**src/cspc_defs.svh**
```systemverilog
// constants for the cpu sideband power state controller
`ifndef CSPC_DEFS_SVH
`define CSPC_DEFS_SVH

`define CSPC_SYNC_RST      4'hf
`define CSPC_SYNC_BITS     4
`define CSPC_SB_MGMT       0
`define CSPC_SB_STOP       1
`define CSPC_SB_DEEP       2
`define CSPC_SB_DEEPER     3

`endif

```
**src/cspc_pkg.sv**
```systemverilog
// types for the cpu sideband power state controller
package cspc_pkg;

    typedef enum logic [3:0] {
        CSPC_RUN,
        CSPC_SMM_ACK,
        CSPC_SMM,
        CSPC_STOP_ACK,
        CSPC_STOP_GRANT,
        CSPC_SLEEP,
        CSPC_DEEP_SLEEP,
        CSPC_DEEPER_SLEEP,
        CSPC_PROBE
    } cspc_state_t;

    typedef enum logic [1:0] {
        CSPC_TXN_NONE,
        CSPC_TXN_SMI_ACK,
        CSPC_TXN_STOP_ACK
    } cspc_txn_t;

    typedef struct packed {
        logic [3:0]  sync1;
        logic [3:0]  sync2;
        logic        probe_s1;
        logic        probe_s2;
        logic        sleep_s1;
        logic        sleep_s2;
        cspc_state_t state;
        cspc_state_t resume;
        cspc_txn_t   txn;
        logic        txn_valid;
        logic        core_clk_en;
        logic        probe_ready_n;
        logic        pbe_n;
        logic        smm_active;
    } cspc_reg_t;

endpackage : cspc_pkg

```
**src/cspc_ctrl.sv**
```systemverilog
// cpu sideband power state controller: sync, state machine, outputs
`include "cspc_defs.svh"
`timescale 1ns/1ps
`default_nettype none

module cspc_ctrl
(
    input  wire logic       clk,
    input  wire logic       sys_rst,
    input  wire logic       mgmt_irq_n,
    input  wire logic       stop_clock_req_n,
    input  wire logic       probe_request_n,
    input  wire logic       sleep_req_n,
    input  wire logic       deep_sleep_req_n,
    input  wire logic       deeper_sleep_req_n,
    input  wire logic       probe_wake_en,
    input  wire logic       break_event,
    input  wire logic       handler_done,
    input  wire logic       probe_exit,
    input  wire logic       txn_ready,
    output logic            txn_valid,
    output cspc_pkg::cspc_txn_t txn_type,
    output logic            core_clk_en,
    output logic            snoop_irq_en,
    output logic            smm_active,
    output logic            probe_ready_n,
    output logic            pending_break_event_n,
    output cspc_pkg::cspc_state_t power_state
);

    // ==========================================================
    // state
    cspc_pkg::cspc_reg_t r_q;
    cspc_pkg::cspc_reg_t r_d;

    logic mgmt_s;
    logic stop_s;
    logic deep_s;
    logic deeper_s;
    logic probe_s;
    logic sleep_s;
    logic low_power;

    // ==========================================================
    // synchronised levels, active high
    assign mgmt_s   = ~r_q.sync2[`CSPC_SB_MGMT];
    assign stop_s   = ~r_q.sync2[`CSPC_SB_STOP];
    assign deep_s   = ~r_q.sync2[`CSPC_SB_DEEP];
    assign deeper_s = ~r_q.sync2[`CSPC_SB_DEEPER];
    assign probe_s  = ~r_q.probe_s2;
    assign sleep_s  = ~r_q.sleep_s2;
    // deep and deeper sleep stand for the c4 and c6 states
    assign low_power = (r_q.state == cspc_pkg::CSPC_DEEP_SLEEP) ||
                       (r_q.state == cspc_pkg::CSPC_DEEPER_SLEEP);

    // ==========================================================
    // next state
    always_comb
    begin
        r_d = r_q;
        // two flops per asynchronous input
        r_d.sync1    = {deeper_sleep_req_n, deep_sleep_req_n,
                        stop_clock_req_n, mgmt_irq_n};
        r_d.sync2    = r_q.sync1;
        r_d.probe_s1 = probe_request_n;
        r_d.probe_s2 = r_q.probe_s1;
        r_d.sleep_s1 = sleep_req_n;
        r_d.sleep_s2 = r_q.sleep_s1;

        if (r_q.txn_valid && txn_ready)
        begin
            r_d.txn_valid = 1'b0;
            r_d.txn       = cspc_pkg::CSPC_TXN_NONE;
        end

        unique case (r_q.state)
            cspc_pkg::CSPC_RUN:
            begin
                if (probe_s)
                    r_d.state = cspc_pkg::CSPC_PROBE;
                else if (mgmt_s)
                begin
                    r_d.state      = cspc_pkg::CSPC_SMM_ACK;
                    r_d.smm_active = 1'b1;
                    r_d.txn_valid  = 1'b1;
                    r_d.txn        = cspc_pkg::CSPC_TXN_SMI_ACK;
                end
                else if (stop_s)
                begin
                    r_d.state     = cspc_pkg::CSPC_STOP_ACK;
                    r_d.txn_valid = 1'b1;
                    r_d.txn       = cspc_pkg::CSPC_TXN_STOP_ACK;
                end
            end
            cspc_pkg::CSPC_SMM_ACK:
            begin
                if (r_q.txn_valid && txn_ready)
                    r_d.state = cspc_pkg::CSPC_SMM;
            end
            cspc_pkg::CSPC_SMM:
            begin
                if (handler_done)
                begin
                    r_d.state      = cspc_pkg::CSPC_RUN;
                    r_d.smm_active = 1'b0;
                end
            end
            cspc_pkg::CSPC_STOP_ACK:
            begin
                if (r_q.txn_valid && txn_ready)
                begin
                    r_d.state       = cspc_pkg::CSPC_STOP_GRANT;
                    r_d.core_clk_en = 1'b0;
                end
            end
            cspc_pkg::CSPC_STOP_GRANT:
            begin
                if (!stop_s)
                begin
                    r_d.state       = cspc_pkg::CSPC_RUN;
                    r_d.core_clk_en = 1'b1;
                end
                else if (sleep_s)
                    r_d.state = cspc_pkg::CSPC_SLEEP;
            end
            cspc_pkg::CSPC_SLEEP:
            begin
                if (deep_s)
                    r_d.state = cspc_pkg::CSPC_DEEP_SLEEP;
                else if (!sleep_s)
                    r_d.state = cspc_pkg::CSPC_STOP_GRANT;
            end
            cspc_pkg::CSPC_DEEP_SLEEP:
            begin
                if (probe_s && probe_wake_en)
                begin
                    r_d.resume = r_q.state;
                    r_d.state  = cspc_pkg::CSPC_PROBE;
                end
                else if (!deep_s)
                    r_d.state = cspc_pkg::CSPC_SLEEP;
                else if (deeper_s)
                    r_d.state = cspc_pkg::CSPC_DEEPER_SLEEP;
            end
            cspc_pkg::CSPC_DEEPER_SLEEP:
            begin
                if (probe_s && probe_wake_en)
                begin
                    r_d.resume = r_q.state;
                    r_d.state  = cspc_pkg::CSPC_PROBE;
                end
                else if (!deeper_s)
                    r_d.state = cspc_pkg::CSPC_DEEP_SLEEP;
            end
            cspc_pkg::CSPC_PROBE:
            begin
                if (probe_exit && !probe_s)
                    r_d.state = r_q.resume;
            end
        endcase

        // probe wake restarts core clocks; resume state restores gating
        if (r_d.state == cspc_pkg::CSPC_PROBE)
            r_d.core_clk_en = 1'b1;
        else if (r_q.state == cspc_pkg::CSPC_PROBE &&
                 r_d.state != cspc_pkg::CSPC_RUN)
            r_d.core_clk_en = 1'b0;
        if (r_d.state != cspc_pkg::CSPC_PROBE)
            r_d.resume = (r_d.state == cspc_pkg::CSPC_PROBE) ? r_d.resume :
                         (r_q.state == cspc_pkg::CSPC_PROBE) ?
                         cspc_pkg::CSPC_RUN : r_d.resume;

        r_d.probe_ready_n = ~(r_q.state == cspc_pkg::CSPC_PROBE);
        // break request only while stop clock is held
        r_d.pbe_n = ~(stop_s && break_event &&
                      (low_power ||
                       r_q.state == cspc_pkg::CSPC_STOP_GRANT ||
                       r_q.state == cspc_pkg::CSPC_SLEEP));

        if (sys_rst)
        begin
            r_d               = '0;
            r_d.sync1         = `CSPC_SYNC_RST;
            r_d.sync2         = `CSPC_SYNC_RST;
            r_d.probe_s1      = 1'b1;
            r_d.probe_s2      = 1'b1;
            r_d.sleep_s1      = 1'b1;
            r_d.sleep_s2      = 1'b1;
            r_d.state         = cspc_pkg::CSPC_RUN;
            r_d.resume        = cspc_pkg::CSPC_RUN;
            r_d.txn           = cspc_pkg::CSPC_TXN_NONE;
            r_d.core_clk_en   = 1'b1;
            r_d.probe_ready_n = 1'b1;
            r_d.pbe_n         = 1'b1;
        end
    end

    // ==========================================================
    // registers
    always_ff @(posedge clk)
    begin
        r_q <= r_d;
    end

    // ==========================================================
    // outputs
    assign txn_valid             = r_q.txn_valid;
    assign txn_type              = r_q.txn;
    assign core_clk_en           = r_q.core_clk_en;
    assign snoop_irq_en          = 1'b1;
    assign smm_active            = r_q.smm_active;
    assign probe_ready_n         = r_q.probe_ready_n;
    assign pending_break_event_n = r_q.pbe_n;
    assign power_state           = r_q.state;

endmodule : cspc_ctrl

`default_nettype wire

```
**config.mk**
```make
export PLATFORM = sky130hd
export DESIGN_NAME = cspc_ctrl
export DESIGN_NICKNAME = d
export VERILOG_FILES = /design/src/cspc_pkg.sv /design/src/cspc_ctrl.sv
export VERILOG_INCLUDE_DIRS = /design/src /design/src/src
export SDC_FILE = /design/constraint.sdc
export NUM_CORES = 1
export LEC_CHECK = 0
export BUFFER_PORTS_ARGS = -buffer_cell sky130_fd_sc_hd__buf_2
export CAP_MARGIN = 15
export CORE_UTILIZATION = 61
export CTS_BUF_LIST = sky130_fd_sc_hd__clkbuf_8
export CTS_CLUSTER_DIAMETER = 80
export DETAILED_ROUTE_END_ITERATION = 12
export GPL_ROUTABILITY_DRIVEN = 0
export PLACE_DENSITY = 0.93
export SYNTH_ARGS = -nofsm -noshare
export SYNTH_HDL_FRONTEND = slang
export SYNTH_SLANG_ARGS = --single-unit
export TNS_END_PERCENT = 10
```
**constraint.sdc**
```tcl
create_clock -name clk -period 4.7 [get_ports clk]
set_input_delay 0.94 -clock clk [delete_from_list [all_inputs] [get_ports clk]]
set_output_delay 0.94 -clock clk [all_outputs]
set_load 0.05 [all_outputs]
```
Word level (Yosys, flattened, before mapping)
Index checks and enable logic that the tools add are counted.
W data, S select, Z words.
Operators by class
  reduce and logical (&&, ||, !) cells: 17
  equal/unequal tests: 15
  mux-type cells: 35
  bitwise logic cells: 4
Operators by type and width (count)
  $mux W4: 21
  $pmux W4 S9: 1
  $eq A4 B3 Y1 const B: 4
  $mux W3: 5
  $eq A4 B2 Y1 const B: 2
  $eq A4 B4 Y1 const B: 2
  $logic_and A1 B1 Y1: 6
  $mux W1: 6
  $ne A2 B2 Y1 const B: 3
  $ne A3 B3 Y1 const B: 2
  $eq A4 B1 Y1 const B: 1
  $logic_not A4 Y1: 1
  $ne A4 B4 Y1 const B: 1
  $not A1 Y1: 4
  $pmux W1 S2: 2
  $reduce_and A4 Y1: 1
  $reduce_bool A4 Y1: 1
  $reduce_or A2 Y1: 2
  $logic_or A1 B1 Y1: 3
  $reduce_and A3 Y1: 1
  $reduce_bool A3 Y1: 1
  $reduce_bool A2 Y1: 1
Word-level totals
  input bits: 13
  logic and storage cells: 85
  register bits after elaboration: 27

Longest topological paths before layout
  word-level depth: 8
  mapped depth: 8
  depth with buffers taken out: 6

Worst setup path after synthesis
No wires, ideal clock.
  path kind: input port to flip-flop
  from: in txn_ready
  to: reg r_q, in the netlist core_clk_en
  path slack: 2.684 ns
  cell stages on the path: 5
  required time: 4.631 ns
  setup time: 0.069 ns
  arrival time: 1.947 ns
  cells stage by stage: nand4_1 o22ai_1 a31o_1 or4_1 o21ai_1
Between the ends
  longest elaborated chain between the ends: 7
  elaborated cells on any way between the ends: 13
Ends and longest elaborated chain
  start, declared: line cspc_ctrl.sv:20  | input wire logic txn_ready,
  $logic_and A1 B1 Y1 *: line cspc_ctrl.sv:97, cspc_ctrl.sv:110
  $mux W4 (on tied branches): line cspc_ctrl.sv:110, cspc_ctrl.sv:97
  $pmux W4 S9: line cspc_ctrl.sv:76  | unique case (r_q.state)
  $reduce_bool A4 Y1: line cspc_ctrl.sv:166  | r_d.state != cspc_pkg::CSPC_RUN)
  $logic_and A1 B1 Y1: line cspc_ctrl.sv:165  | else if (r_q.state == cspc_pkg::CSPC_PROBE &&
  $ne A3 B3 Y1 (no line) / $reduce_bool A3 Y1 (equally long branches)
  $reduce_and A3 Y1 (no line)
  end signal, assigned: line cspc_ctrl.sv:202  | r_q <= r_d;
  end, declared: line cspc_ctrl.sv:33  | cspc_pkg::cspc_reg_t r_q;
Mark *: on every way between the ends. The rest lies on a longest branch, timed or not.
A chain may end at the register's enable or synchronous reset.

Final worst setup path
  from: reg r_q, in the netlist power_state[0]
  to: out power_state[0]
RTL lines
  end, declared: line cspc_ctrl.sv:28  | output cspc_pkg::cspc_state_t power_state
No word-level cell between the ends.

==> impl_results.md <==
* Outcome: complete, no violations
* Synth warn at 0
* Fmax at roughly 430 MHz
* Flop2flop setup slack at ~2.6 ns
* Tcrit/Tclk final at 49.8%
* CTS tree: yes
* Routed vias/inst at 5.80
* Post-synth EDFFs at 0
* Clk_lat worst skew at approximately 0.27 ns
* CP Buf/Inv Count at 1
* Critical-path cell list: buf_2
* Leak at approximately 0.58 nW
* Placeable Area at 0.00198 mm²
* Final #Nets at roughly 180
* Reg2reg start: power_state[0]$_SDFF_PP0_
* Cell depth of the worst flop-to-flop path at 5
* Area Growth Syn to Fin at 7.21%
* Vias at ~1.1k
* Crit path DAT at between 1 and 1.5 ns
* Final WS setup at ~2.4 ns
* # H-tree levels at 1
* CP Class: flop to primary output
* Slew Viols, Final at 0
* Vias in the first global route at 900
* Antenna Violating Nets Remaining at 0
* Die Wd at around 48 µm
* Worst Path Max Fanout at 20
* DIE AREA at between 0.002 and 0.0025 mm²
* Main synth FF type: dfxtp_1
* Final HPWL DP at around 1.7 mm
* Layout cell share with drive strength beyond 1 at between 20% and 30%
* Inserted Diodes at 0
* Final Util at a little over two thirds
* PortBufs at 23
* Antenna violations before repair at 0
* DP Worst Slack at between 2 and 2.5 ns
* Placed cell count at between 150 and 200
* DRC at 0
* R2R Path End: r_q[7]$_SDFF_PP0_
* Pin count of the biggest net entering global routing at 26
* Initial DRC count at 35
* Seq/Total Area, Yosys at between 40% and 50%
* Clk slew on worst S/H paths at about 0.090 ns
* Global route overflow at 0
* Family with the most delay on the worst path: flip-flops
* Synth cell types at 45
* Worst Path Required at roughly 3.8 ns
* Crit path time final at around 2.3 ns
* Synthesized area at around 0.0013 mm²
* Setup Skew at 0.00274 ns
* Tot Pwr at slightly below 500 µW
* Hold Crit Start: r_q[24]$_SDFF_PP1_
* RSZ-0062 raised after global routing: no
* Synthesized instance count at 158
* Total wire length at 2.53 mm
* Non-filler cells, final at around 200
* Post CTS Setup Buffer Count at 0
* CP startpoint kind: flop
* Drt wl/cell at 13.0 µm
* Syn nets at about 170
* Max VDD drop at ~0.35 mV
* Power Density at 350 mW/mm²
* Relative max-transition margin at between 50% and 60%
* Final Hold Viols at 0
* Worst Hold Path EP: r_q[20]$_SDFF_PP1_
* Actual slew at the worst max-slew pin at between 0.6 and 0.7 ns
* Syn Area/Cell at a little over 8 µm²
* Number of gates resized after cts at 0
* Critical Path Slowest Stage Cell: dfxtp_1
* Final setup fails at 0
* Die extent in y at 48.2 µm
* Crit end category: primary output
* Number of top-level pins at 25
* Cts bufs inserted at 3
* Clock Sinks at 27
* Post-CTS Hold Buffers at 0
* Crit path largest cell delay at between 0.7 and 0.8 ns
* GRT Total Usage at 23.4%
* CTS Root Cell: clkbuf_8
* Fraction of registers with async set/reset at 0%
* Row cnt at 16
* Max Root-Sink Buffers at 2
* CP Launch Point: power_state[0]$_SDFF_PP0_
* Max-Cap Viols at 0
* Seq cells post-synth at 27
* Initial core utilization at approximately 66%
* Drt first pass iters at 5
* Hold Path Stages at 1
* First-pass GRT wire length at 3.72 mm
* Fin Setup TNS at 0 ns
* Worst min path class: flop to flop
## layout make-up
type | count | area [µm²]
Tap cell | 27 | 33.8
Fill cell | 160 | 587
Inverter | 3 | 11.3
Clock buffer | 3 | 41.3
Multi-Input combinational cell | 111 | 649
Sequential cell | 27 | 541
Clock inverter | 1 | 3.75
Timing Repair Buffer | 23 | 115
## power by group
group	leakage [nW]	switching, mW	internal, mW
Clock	0.0269	0.0697	0.0587
Sequential	0.221	0.0216	0.240
Combinational	0.327	0.0632	0.0358
Total	0.576	0.155	0.334
## synthesized netlist by cell type, types with 3 or more instances
library cell  count  share of area (%)
buf_4             9                5.2
inv_1             3               0.87
nand3_1           4                1.5
nand2_1           9                2.6
nand2b_1          5                2.4
nor3_1            6                2.3
o21ai_1           4                1.5
o22ai_1           3                1.4
clkbuf_1          6                1.7
dfxtp_1          27                 42
or2_2            13                6.3
a21oi_1           8                3.1
nor2_1           21                6.1
o21ai_0           4                1.5
## worst max-delay path by stage
stage | end | slack, ns | cells after the start
detailed placement | r_q[10]$_SDFF_PP0_ | 2.46 | 7
CTS | power_state[0] | 2.37 | 1
finish | power_state[0] | 2.36 | 1
global placement | r_q[10]$_SDFF_PP0_ | 2.51 | 6
floorplan | core_clk_en$_SDFFE_PP1P_ | 2.68 | 5
global route | power_state[0] | 2.30 | 1
## routing by layer
layer | global-route usage [%] | share of wire (%) | vias up
met5 | 0 | 0 | -
met4 | 12.2 | 2.1 | 0
met3 | 6.30 | 5.8 | 7
met2 | 37.3 | 47 | 44
met1 | 28.6 | 45 | 518
li1 | - | - | 562
## layout by cell type (no fill, tap or decap), types with 2 or more instances in the layout
cell type	Yosys	final
nor4_1	2	2
a21oi_1	8	8
buf_2	2	23
dfxtp_1	27	27
o22ai_1	3	3
o21ai_0	4	4
nor3_1	6	6
nand2b_1	5	5
or2_2	13	13
inv_1	3	4
nand4_1	2	2
nor2_1	21	21
nor3b_1	2	2
clkbuf_8	0	3
or4_1	2	2
o21ai_1	4	4
nand2_1	9	9
nand3_1	4	4
## flip-flops by register name, summed over array words and instances, names as in the netlist
name	cells
pending_break_event_n	1
txn_type	2
probe_ready_n	1
r_q	16
smm_active	1
core_clk_en	1
txn_valid	1
power_state	4
## stage by stage
step	hold WS, ns	cell area (µm²)
3_3_place_gp	0.391	1350
6_report	0.413	1400
3_5_place_dp	0.393	1350
5_1_grt	0.430	1400
4_1_cts	0.413	1400
2_1_floorplan	0.389	1300
## kinds of logic after synthesis
family,synth area share (%)
other cells,0.288
mux,0.769
compound gates,16.3
flops,41.5
xor+xnor,0.673
buf+inv,8.56
simple gates,31.8
Power figures use the tool's default switching activity.
